**config.mk**
```make
export PLATFORM = sky130hd
export DESIGN_NAME = twe_slave
export DESIGN_NICKNAME = d
export VERILOG_FILES = /design/src/logic/twe_pkg.sv /design/src/logic/twe_line_sync.sv /design/src/logic/twe_slave.sv
export SDC_FILE = /design/constraint.sdc
export NUM_CORES = 1
export LEC_CHECK = 0
export BUFFER_PORTS_ARGS = -buffer_cell sky130_fd_sc_hd__clkbuf_2
export CAP_MARGIN = 20
export CORE_MARGIN = 2
export CORE_UTILIZATION = 55
export CTS_CLUSTER_DIAMETER = 50
export DETAILED_ROUTE_END_ITERATION = 10
export PLACE_DENSITY = 0.71
export SYNTH_ARGS = -nofsm -noshare
export SYNTH_HDL_FRONTEND = slang
export SYNTH_SLANG_ARGS = --single-unit
```
**constraint.sdc**
```tcl
create_clock -name clock_in -period 3 [get_ports clock_in]
set_input_delay 0.15 -clock clock_in [delete_from_list [all_inputs] [get_ports clock_in]]
set_output_delay 0.15 -clock clock_in [all_outputs]
set_load 0.005 [all_outputs]
```
**src/logic/twe_pkg.sv**
```systemverilog
// Package for the two-wire serial EEPROM slave
package twe_pkg;
    localparam int          TWE_CLK_HZ       = 25000000;
    localparam int          TWE_WRITE_US     = 4000;
    localparam int          TWE_WRITE_CYCLES =
        TWE_WRITE_US * (TWE_CLK_HZ / 1000000);
    localparam int          TWE_DEPTH        = 16;
    localparam int          TWE_AW           = 4;
    localparam int          TWE_PORT_ADDR    = 6;
    localparam int          TWE_SDA_BIT      = 6;
    localparam int          TWE_SCL_BIT      = 7;
    localparam int          TWE_TYPE_MSB     = 7;
    localparam int          TWE_TYPE_LSB     = 4;
    localparam int          TWE_RW_BIT       = 0;
    localparam logic [2:0]  TWE_BIT_LAST     = 3'h7;
    localparam logic [7:0]  TWE_MEM_RESET    = 8'hFF;
    localparam logic [3:0]  TWE_PTR_RESET    = 4'h0;
    localparam logic [1:0]  TWE_LINE_RESET   = 2'h3;

    typedef enum logic [2:0] {
        TWE_IDLE = 3'b000,
        TWE_CTRL = 3'b001,
        TWE_ADDR = 3'b011,
        TWE_DATA = 3'b010,
        TWE_READ = 3'b110,
        TWE_RACK = 3'b111
    } twe_state_t;

    typedef struct packed {
        logic scl;
        logic sda;
    } twe_lines_t;

    typedef struct packed {
        logic start;
        logic stop;
        logic rise;
        logic fall;
    } twe_events_t;
endpackage : twe_pkg

```
**src/logic/twe_line_sync.sv**
```systemverilog
// Line synchroniser and bus condition detector
`timescale 1ns/1ns
module twe_line_sync
    import twe_pkg::*;
(
    // Clock and reset
    input  wire logic        clock_in,
    input  wire logic        reset_in,
    // Raw bus lines
    input  wire twe_lines_t  lines_in,
    // Clean lines and conditions
    output twe_lines_t       lines_out,
    output twe_events_t      events_out
);
    twe_lines_t meta_q;
    twe_lines_t sync_q;
    twe_lines_t prev_q;

    always_ff @(posedge clock_in) begin
        if (reset_in) begin
            meta_q <= TWE_LINE_RESET;
            sync_q <= TWE_LINE_RESET;
            prev_q <= TWE_LINE_RESET;
        end else begin
            meta_q <= lines_in;
            sync_q <= meta_q;
            prev_q <= sync_q;
        end
    end

    // SDA edges with SCL high are bus conditions only
    assign events_out.start = prev_q.scl && sync_q.scl && prev_q.sda
                              && !sync_q.sda;
    assign events_out.stop  = prev_q.scl && sync_q.scl && !prev_q.sda
                              && sync_q.sda;
    assign events_out.rise  = !prev_q.scl && sync_q.scl;
    assign events_out.fall  = prev_q.scl && !sync_q.scl;
    assign lines_out        = prev_q;
endmodule : twe_line_sync

```
**src/logic/twe_slave.sv**
```systemverilog
// Two-wire 16-byte EEPROM slave, top level
`timescale 1ns/1ns
module twe_slave
    import twe_pkg::*;
#(
    parameter int WRITE_CYCLES = TWE_WRITE_CYCLES
)(
    // Clock and reset
    input  wire logic       clock_in,
    input  wire logic       reset_in,
    // Serial lines from the port register bits
    input  wire logic       scl_in,
    input  wire logic       sda_in,
    // SDA pull-down, enable low while driving
    output logic            sda_out,
    output logic            sda_oe_n_out,
    // Status
    output logic            busy_out
);
    localparam logic [3:0] TYPE_CODE = 4'hA; // Arbitrary type code

    twe_lines_t  lines;
    twe_events_t ev;
    twe_state_t  state_q;
    logic [7:0]  mem_q [TWE_DEPTH];
    logic [7:0]  shift_q;
    logic [7:0]  tx_q;
    logic [2:0]  bit_q;
    logic        ninth_q;
    logic        drive_q;
    logic [3:0]  ptr_q;
    logic [7:0]  data_q;
    logic        have_data_q;
    logic        mid_byte_q;
    logic        busy_q;
    logic [31:0] wait_q;
    logic        ack_q;

    twe_line_sync u_sync (
        .clock_in   (clock_in),
        .reset_in   (reset_in),
        .lines_in   ({scl_in, sda_in}),
        .lines_out  (lines),
        .events_out (ev)
    );

    // Byte boundary and decoded control byte
    wire        byte_done  = ev.rise && !ninth_q && bit_q == TWE_BIT_LAST;
    wire [7:0]  byte_in    = {shift_q[6:0], lines.sda};
    wire        type_ok    = byte_in[TWE_TYPE_MSB:TWE_TYPE_LSB]
                             == TYPE_CODE;
    wire        is_read    = byte_in[TWE_RW_BIT];
    wire        ctrl_ack   = type_ok && !busy_q;
    wire        wait_done  = wait_q == WRITE_CYCLES - 1;
    wire        commit     = ev.stop && state_q == TWE_DATA && have_data_q
                             && !mid_byte_q && !busy_q;
    wire [3:0]  ptr_next   = ptr_q + 4'h1;

    always_ff @(posedge clock_in) begin
        if (reset_in) begin
            state_q     <= TWE_IDLE;
            shift_q     <= 8'h00;
            tx_q        <= 8'h00;
            bit_q       <= 3'h0;
            ninth_q     <= 1'b0;
            ack_q       <= 1'b0;
            ptr_q       <= TWE_PTR_RESET;
            data_q      <= 8'h00;
            have_data_q <= 1'b0;
            mid_byte_q  <= 1'b0;
        end else if (ev.start) begin
            state_q    <= TWE_CTRL;
            bit_q      <= 3'h0;
            ninth_q    <= 1'b0;
            ack_q      <= 1'b0;
            mid_byte_q <= 1'b0;
            have_data_q <= 1'b0;
        end else if (ev.stop) begin
            state_q <= TWE_IDLE;
            ack_q   <= 1'b0;
        end else if (ev.rise && state_q != TWE_IDLE) begin
            if (ninth_q) begin
                ninth_q <= 1'b0;
                if (state_q == TWE_RACK) begin
                    // Master acknowledge asks for the next byte
                    if (!lines.sda) begin
                        state_q <= TWE_READ;
                    end else begin
                        state_q <= TWE_IDLE;
                    end
                end
            end else begin
                shift_q    <= byte_in;
                bit_q      <= bit_q + 3'h1;
                if (byte_done) begin
                    ninth_q <= 1'b1;
                    case (state_q)
                        TWE_CTRL: begin
                            ack_q <= ctrl_ack;
                            if (!ctrl_ack) begin
                                state_q <= TWE_IDLE;
                            end else if (is_read) begin
                                state_q <= TWE_READ;
                            end else begin
                                state_q <= TWE_ADDR;
                            end
                        end
                        TWE_ADDR: begin
                            ack_q   <= 1'b1;
                            ptr_q   <= byte_in[TWE_AW-1:0];
                            state_q <= TWE_DATA;
                        end
                        TWE_DATA: begin
                            ack_q       <= 1'b1;
                            data_q      <= byte_in;
                            have_data_q <= 1'b1;
                        end
                        TWE_READ: begin
                            ack_q   <= 1'b0;
                            ptr_q   <= ptr_next;
                            state_q <= TWE_RACK;
                        end
                        default: begin
                            ack_q <= 1'b0;
                        end
                    endcase
                end
            end
        end else if (ev.fall && state_q == TWE_DATA) begin
            // A bit counts once SCL falls after it, so the clock rise
            // that leads into STOP is not taken as a partial byte
            mid_byte_q <= !ninth_q && bit_q != 3'h0;
        end
        // Load the next byte to send once the ack slot opens
        if (!reset_in && ev.fall && bit_q == 3'h0 && ninth_q
            && (state_q == TWE_READ || state_q == TWE_RACK)) begin
            tx_q <= mem_q[ptr_q];
        end
    end

    // Drive decision on SCL low: ack slot or read data
    always_ff @(posedge clock_in) begin
        if (reset_in) begin
            drive_q <= 1'b0;
        end else if (ev.start || ev.stop) begin
            drive_q <= 1'b0;
        end else if (ev.fall) begin
            if (ninth_q && ack_q) begin
                drive_q <= 1'b1;
            end else if (state_q == TWE_READ && ninth_q) begin
                drive_q <= !mem_q[ptr_q][7];
            end else if (state_q == TWE_READ) begin
                drive_q <= !tx_q[~bit_q];
            end else begin
                drive_q <= 1'b0;
            end
        end
    end

    // Storage: write only on a clean, complete byte write
    genvar gi;
    generate
        for (gi = 0; gi < TWE_DEPTH; gi++) begin : g_mem
            always_ff @(posedge clock_in) begin
                if (reset_in) begin
                    mem_q[gi] <= TWE_MEM_RESET;
                end else if (commit && ptr_q == 4'(gi)) begin
                    mem_q[gi] <= data_q;
                end
            end
        end
    endgenerate

    // Self-timed write cycle
    always_ff @(posedge clock_in) begin
        if (reset_in) begin
            busy_q <= 1'b0;
            wait_q <= 32'h0;
        end else if (commit) begin
            busy_q <= 1'b1;
            wait_q <= 32'h0;
        end else if (busy_q) begin
            wait_q <= wait_q + 32'h1;
            if (wait_done) begin
                busy_q <= 1'b0;
            end
        end
    end

    // Open drain: output low, enable low while pulling down
    always_ff @(posedge clock_in) begin
        if (reset_in) begin
            sda_out      <= 1'b1;
            sda_oe_n_out <= 1'b1;
            busy_out     <= 1'b0;
        end else begin
            sda_out      <= 1'b0;
            sda_oe_n_out <= !drive_q;
            busy_out     <= busy_q;
        end
    end

    // Protocol checks, kept beside the state they watch
    a_busy_no_ack: assert property (
        @(posedge clock_in) disable iff (reset_in)
        (byte_done && state_q == TWE_CTRL && busy_q) |=> !ack_q)
        else $error("ack given while busy");

    a_commit_busy: assert property (
        @(posedge clock_in) disable iff (reset_in)
        commit |=> busy_q && mem_q[$past(ptr_q)] == $past(data_q))
        else $error("write not committed");

    a_ptr_hold: assert property (
        @(posedge clock_in) disable iff (reset_in)
        commit |=> ptr_q == $past(ptr_q))
        else $error("pointer moved on write");

    a_abort_mid: assert property (
        @(posedge clock_in) disable iff (reset_in)
        (ev.stop && mid_byte_q) |=> !busy_q || $past(busy_q))
        else $error("partial byte written");

    a_addr_low: assert property (
        @(posedge clock_in) disable iff (reset_in)
        (byte_done && state_q == TWE_ADDR) |=> ptr_q == $past(byte_in[3:0]))
        else $error("pointer load wrong");

    a_read_inc: assert property (
        @(posedge clock_in) disable iff (reset_in)
        (byte_done && state_q == TWE_READ && !ev.start && !ev.stop)
        |=> ptr_q == $past(ptr_next))
        else $error("read pointer not advanced");

    a_ack_drive: assert property (
        @(posedge clock_in) disable iff (reset_in)
        (ev.fall && ninth_q && ack_q && !ev.start && !ev.stop)
        |=> ##1 !sda_oe_n_out)
        else $error("ack not driven");

    a_busy_len: assert property (
        @(posedge clock_in) disable iff (reset_in)
        $rose(busy_q) |=> busy_q [*8])
        else $error("write cycle too short");

    a_sda_low: assert property (
        @(posedge clock_in) disable iff (reset_in)
        1'b1 |=> !sda_out)
        else $error("sda data not held low");

    a_oe_follow: assert property (
        @(posedge clock_in) disable iff (reset_in)
        1'b1 |=> sda_oe_n_out == !$past(drive_q))
        else $error("sda enable does not follow drive");

    a_busy_follow: assert property (
        @(posedge clock_in) disable iff (reset_in)
        1'b1 |=> busy_out == $past(busy_q))
        else $error("busy output out of step");

    a_start_ctrl: assert property (
        @(posedge clock_in) disable iff (reset_in)
        ev.start |=> state_q == TWE_CTRL && bit_q == 3'h0)
        else $error("start did not open a control byte");

    a_stop_idle: assert property (
        @(posedge clock_in) disable iff (reset_in)
        ev.stop |=> state_q == TWE_IDLE)
        else $error("stop left a transfer open");

    a_wait_bound: assert property (
        @(posedge clock_in) disable iff (reset_in)
        busy_q |-> wait_q < 32'(WRITE_CYCLES))
        else $error("write counter overran");

    a_busy_end: assert property (
        @(posedge clock_in) disable iff (reset_in)
        $fell(busy_q) |-> $past(wait_q) == 32'(WRITE_CYCLES - 1))
        else $error("write cycle ended early");

    a_ctrl_refuse: assert property (
        @(posedge clock_in) disable iff (reset_in)
        (byte_done && state_q == TWE_CTRL && !type_ok)
        |=> !ack_q && state_q == TWE_IDLE)
        else $error("foreign control byte accepted");

    a_type_ack: assert property (
        @(posedge clock_in) disable iff (reset_in)
        (byte_done && state_q == TWE_CTRL && ctrl_ack)
        |=> ack_q && state_q != TWE_IDLE)
        else $error("own control byte refused");

    a_addr_ack: assert property (
        @(posedge clock_in) disable iff (reset_in)
        (byte_done && state_q == TWE_ADDR) |=> ack_q && state_q == TWE_DATA)
        else $error("address byte not taken");

    a_data_buf: assert property (
        @(posedge clock_in) disable iff (reset_in)
        (byte_done && state_q == TWE_DATA)
        |=> have_data_q && data_q == $past(byte_in))
        else $error("data buffer not reloaded");

    a_abort_short: assert property (
        @(posedge clock_in) disable iff (reset_in)
        (ev.stop && !have_data_q) |=> !busy_q || $past(busy_q))
        else $error("write started without data");

    a_read_rack: assert property (
        @(posedge clock_in) disable iff (reset_in)
        (byte_done && state_q == TWE_READ) |=> state_q == TWE_RACK && !ack_q)
        else $error("read byte end not seen");

    a_tx_load: assert property (
        @(posedge clock_in) disable iff (reset_in)
        (ev.fall && ninth_q && bit_q == 3'h0 && (state_q == TWE_READ
        || state_q == TWE_RACK)) |=> tx_q == mem_q[$past(ptr_q)])
        else $error("read byte not loaded");

    a_master_ack: assert property (
        @(posedge clock_in) disable iff (reset_in)
        (ev.rise && ninth_q && state_q == TWE_RACK && !lines.sda)
        |=> state_q == TWE_READ)
        else $error("master ack did not continue read");

    a_bit_wrap: assert property (
        @(posedge clock_in) disable iff (reset_in)
        (byte_done && state_q != TWE_IDLE) |=> bit_q == 3'h0 && ninth_q)
        else $error("ninth clock not armed");
endmodule : twe_slave

```
==> metrics, run 1 <==
area leader, netlist edfxtp_1; DR vias/cell 6.21; commonest non-fill, non-tap cell in the layout edfxtp_1; syn_nets 786; WS Path Type flop to flop; clk slew on worst S/H paths 60 ps; Post-Synth XOR/XNOR Area 2.50%; # rows 48; GRT overflow 0; netlist area before placement 0.00981 mm²; n_diodes 0; final WL 22000 µm; Setup Total Neg Slack 0 ps; Critical Path RT 3220 ps; Residual DRC 0; Worst Max-Slew Pin Slew 909 ps; pin count of the biggest net entering global routing 37; Avg WL per Cell 21.7 µm; max_cap viols 0; final hold violations 0; post-route minimum period 2450 ps; Max VDD drop 0.000404 V; die area 0.0189 mm²; status completed; Startpoint Class flop; RSZ-0062 raised after global routing no; DRT Pass-1 Iters 5; GP Congestion 0.864; flops & latches, synth 212; post-CTS sizing 0; Max Freq 408 MHz; nets 785; CTS tree done; Post-synth EDFFs 136; critical path arrival 2670 ps; postcts setup bufs 0; CTS buffer count 24; Syn Inst Count 774; initial drt markers 655; crit end category flop; Yosys warning total 0; register area share after synthesis 57.1%; multiplexer share of the synthesized area 11.5%; dominant cells by area after synthesis edfxtp_1 42%, dfxtp_1 16%, mux4_2 9.4%; die height 138 µm; cell area after layout 0.0108 mm²; asr flop ratio synth 0%; Total Power 0.00603 W; Clock Latency Late Sink 510 ps; dominant synthesized flop cell edfxtp_1; Max Buffers Root-to-Sink 3; mean post-synth cell area 12.7 µm²; Synth Area in Compound Gates 4.26%; hold bufs inserted after CTS 3; share of the synthesized area in the top cell type 41.6%; DP HPWL 14000 µm; Root Driver clkbuf_16; GRT Util Overall 24.0%; clock sink total 212; Adder-Cell Fraction of Synth Area 1.02%; simple-gate portion of the synthesized area 19.6%; first-pass GRT wire length 34400 µm; fillers 1284; initial antenna violation count 0; Max Slew Vio Count 0; io pins 7; post-layout util 62.0%; number of global-route vias before repair 6070; initial core utilization 56.5%; main combinational cell family by area after synthesis simple AND/OR/NAND/NOR gates; share of cells above drive strength 1 16.7%; PwrDens 560 mW/mm²; Port Buffer Count 6; Synth cell types 54; placed inst area 0.00998 mm²; htree depth 1; Worst slew margin 39.4%; commonest cells after routing, fill and taps aside 136 x edfxtp_1, 132 x or3_1, 75 x dfxtp_1, 58 x nor2_1, 41 x mux4_2; crit share post-route 81.7%; Area Overhead vs Synth 9.68%; vias post-DR 6311; clock skew 13.0 ps; Worst Path Max Fanout 36; worst hold path class primary input to flop; R2R Setup Slk 550 ps; Pleak 2.99 nW; Routed Antenna Nets 0; DIE WIDTH 138 µm; Core ar. 0.0174 mm²; final setup violation count 0
worst max-delay path, cell delays in order, from the launching register on:
cell	delay, ps
dfxtp_1	540
nor3b_4	280
nor4b_4	210
buf_4	210
nand3_4	340
o21bai_1	340
buf_4	190
final cells by class:
cell class	count	area [µm²]	area share, %
Multi-Input combinational cell	489	3810	35.4
Inverter	12	45.0	0.419
Timing Repair Buffer	34	260	2.42
Tap cell	225	282	2.62
Clock inverter	9	70.1	0.651
Clock buffer	35	686	6.37
Sequential cell	212	5610	52.1
stage by stage:
step           hold WS [ps]  setup WS [ps]  cells
4_1_cts                 367            583   1016
3_3_place_gp            335            677    969
2_1_floorplan           178            677    774
3_5_place_dp            347            610    969
6_report                378            550   1016
5_1_grt                 373            401   1016
flip-flops by register name (all words and copies together), names as in the netlist, 2 cells and up, named ones only:
register,cells
u_sync.meta_q,2
u_sync.sync_q,2
ptr_q,4
data_q,8
tx_q,8
shift_q,7
wait_q,32
mem_q,128
bit_q,3
u_sync.lines_out,2
state_q,3
where the power goes:
| part | total [W] | internal [W] | leakage (nW) | switching [W] |
|---|---|---|---|---|
| sequential | 0.00313 | 0.00312 | 1.65 | 0.0000131 |
| combinational | 0.000123 | 0.0000411 | 0.966 | 0.0000821 |
| clock | 0.00277 | 0.00167 | 0.373 | 0.00111 |
routing by layer:
layer	GRT usage, %	wire, µm	part of all wire, %	vias up
met5	0	0	0	-
met4	6.99	683	3.1	0
met3	4.38	1320	6.0	49
met2	38.5	10600	48	205
met1	33.7	9400	43	3147
li1	-	-	-	2910
path summary, 6_finish.rpt:
check	cells past startpoint	startpoint	end
setup reg to reg	6	state_q[1]	mem_q[11][3]
setup / recovery	6	state_q[1]	mem_q[11][3]
hold / removal	3	sda_in	u_sync.meta_q[0]
hold reg to reg	1	u_sync.meta_q[0]	u_sync.sync_q[0]
logic make-up after synthesis:
family | Yosys count
AO/OA/AOI/OAI | 66
buffers and inverters | 73
flip-flops | 212
multiplexers | 61
XOR/XNOR | 28
AND/OR/NAND/NOR | 326
adder cells (fa/ha/maj) | 8
Yosys cell counts, types with 3 or more instances:
| master | instances |
|---|---|
| edfxtp_1 | 136 |
| or3_1 | 132 |
| dfxtp_1 | 76 |
| nor2_1 | 58 |
| mux4_2 | 41 |
| clkbuf_1 | 36 |
| nand2_1 | 23 |
| mux2i_1 | 20 |
| a21oi_1 | 18 |
| o21bai_1 | 16 |
| o21ai_0 | 15 |
| buf_6 | 14 |
| nand4_1 | 14 |
| nor2b_1 | 14 |
| xnor2_1 | 14 |
| xor2_1 | 14 |
| nor3_1 | 13 |
| inv_1 | 12 |
| nand3_1 | 12 |
| nand2b_1 | 10 |
| or2_2 | 10 |
| buf_2 | 9 |
| ha_1 | 8 |
| nor4_1 | 7 |
| a211oi_1 | 5 |
| and4_1 | 5 |
| and3_1 | 4 |
| nand3_4 | 4 |
| o21a_1 | 3 |
| or3_2 | 3 |
No activity file was read; power rests on OpenSTA's default activity.
==> inputs of run 2 (changes only) <==
Clock period 3 ns to 2.4 ns, I/O delays scaled along.
==> run 2 against run 1 <==
Critical path depth fell by 1; hold slack got worse by 250 ps; combinational power increased by 28%; critical endpoint is now mem_q[8][2]; largest power group unchanged.
==> metrics, run 2 (synthesized netlist as in run 1, its figures left out) <==
crit share post-route 94.2% (+13 points); initial drt markers 663 (+1.2%); number of global-route vias before repair 6165 (+1.6%); DR vias/cell 6.11 (-1.7%); cell area after layout 0.0108 mm² (+0.50%); first-pass GRT wire length 33500 µm (-2.6%); htree depth 1 (unchanged); clock sink total 212 (unchanged); status completed; critical path arrival 2500 ps (-170 ps); Critical Path RT 2640 ps (-580 ps); WS Path Type flop to flop; Worst slew margin 44.1% (+4.7 points); max reg flops 128 (unchanged); pin count of the biggest net entering global routing 37 (unchanged); nets 798 (+1.7%); Cell Chain, Critical Path nor3b_4 > nor4b_4 > buf_4 > nand3_4 > or3_2; Root Driver clkbuf_16; Port Buffer Count 6 (unchanged); Avg WL per Cell 20.3 µm (-6.3%); Startpoint Class flop; Hold WS 127 ps (-251 ps); most flop-heavy register mem_q; final setup violation count 0 (unchanged); die area 0.0189 mm² (unchanged); share of cells above drive strength 1 17.7% (+1.0 points); Area Overhead vs Synth 10.2%; Pleak 3.03 nW (+1.3%); vias post-DR 6265 (-0.73%); commonest cells after routing, fill and taps aside 136 x edfxtp_1, 132 x or3_1, 75 x dfxtp_1, 58 x nor2_1, 41 x mux4_2; CTS tree done; Routed Antenna Nets 0 (unchanged); DRT Pass-1 Iters 5 (unchanged); worst hold path class primary input to flop; Top Registers mem_q: 128 flops, wait_q: 32 flops; placed inst area 0.0101 mm² (+1.4%); clk slew on worst S/H paths 60 ps (about the same); crit end category flop; die height 138 µm (unchanged); Max Buffers Root-to-Sink 3 (unchanged); Max VDD drop 0.000456 V (+13%); PwrDens 675 mW/mm² (+20%); initial antenna violation count 0 (unchanged); Worst Path Max Fanout 36 (unchanged); fillers 1321 (+2.9%); GRT overflow 0 (unchanged); CP bufs+invs 1 (-1); Worst Max-Slew Pin Slew 838 ps (-70.8 ps); clock skew 9.59 ps (-3.40 ps); area of the multi-input gates 0.00382 mm² (about the same); # rows 48 (unchanged); Max Slew Vio Count 0 (unchanged); postcts setup bufs 0 (unchanged); critical path's top delay family simple AND/OR/NAND/NOR gates; commonest non-fill, non-tap cell in the layout edfxtp_1; Max Freq 442 MHz (+8.4%); post-route minimum period 2260 ps (-190 ps); DIE WIDTH 138 µm (unchanged); CTS buffer count 23 (-4.2%); n_diodes 0 (unchanged); max_cap viols 0 (unchanged); GP Congestion 0.800 (-7.4%); Core ar. 0.0174 mm² (unchanged); CP max stage delay 560 ps (+20 ps); GRT Util Overall 23.1% (-0.91 points); initial core utilization 56.5% (unchanged); final hold violations 0 (unchanged); io pins 7 (unchanged); DP HPWL 13800 µm (-1.5%); Slowest-stage cell, CP or3_2; Clock Latency Late Sink 500 ps (about the same); register area 0.00561 mm² (unchanged); final WL 20800 µm (-5.4%); post-layout util 62.3% (+0.31 points); Residual DRC 0 (unchanged)
run 2: cell types whose count changed in the layout (fill, tap and decap cells not counted), moves of 2 or more:
cell	before	now
buf_4	24	37
clkbuf_2	8	6
clkbuf_1	6	8
clkbuf_16	25	23
clkbuf_8	2	0
buf_12	1	3
run 2: repair_timing:
action,CTS,global route
hold buffers,2,0
resized for setup,0,1
endpoints found under the hold margin,2,0
setup endpoints to repair,0,7
run 2: per-stage QoR:
stage / TNS [ps] / total power, W / worst slack, ps / instances
after floorplan: 0 / 0.00407 / 77.1 / 774
after global placement: 0 / 0.00414 / 212 / 984
after detailed placement: 0 / 0.00415 / 170 / 984
after CTS: 0 / 0.00734 / 131 / 1026
after global routing: -1.21 / 0.00750 / -1.21 / 1026
final: 0 / 0.00730 / 140 / 1026
run 2: power breakdown:
part | switching [W] | total (W) | internal, W
combinational | 0.000101 | 0.000158 | 0.0000572
sequential | 0.0000142 | 0.00391 | 0.00390
clock | 0.00135 | 0.00322 | 0.00188
total | 0.00146 | 0.00730 | 0.00583
run 2: area by class of cell:
type | count | share of cell area, %
multi-input cells | 489 | 35.3
clock inverters | 9 | 0.671
clock buffers | 31 | 5.60
flip-flops and latches | 212 | 51.8
repair buffers | 48 | 3.59
inverters | 12 | 0.416
well taps | 225 | 2.60
run 2: worst paths after layout:
path | start | slack (ps) | cells past startpoint | end
hold / removal | reset_in | 130 | 2 | sda_out
hold reg to reg | u_sync.meta_q[1] | 410 | 1 | u_sync.sync_q[1]
setup reg to reg | state_q[0] | 140 | 5 | mem_q[8][2]
setup / recovery | state_q[0] | 140 | 5 | mem_q[8][2]
run 2: routing by layer:
metal,global-route usage (%),vias up,wire length [µm]
li1,-,2927,-
met1,32.1,3135,8900
met2,38.6,164,10400
met3,3.02,39,1020
met4,6.41,0,476
met5,0,-,0
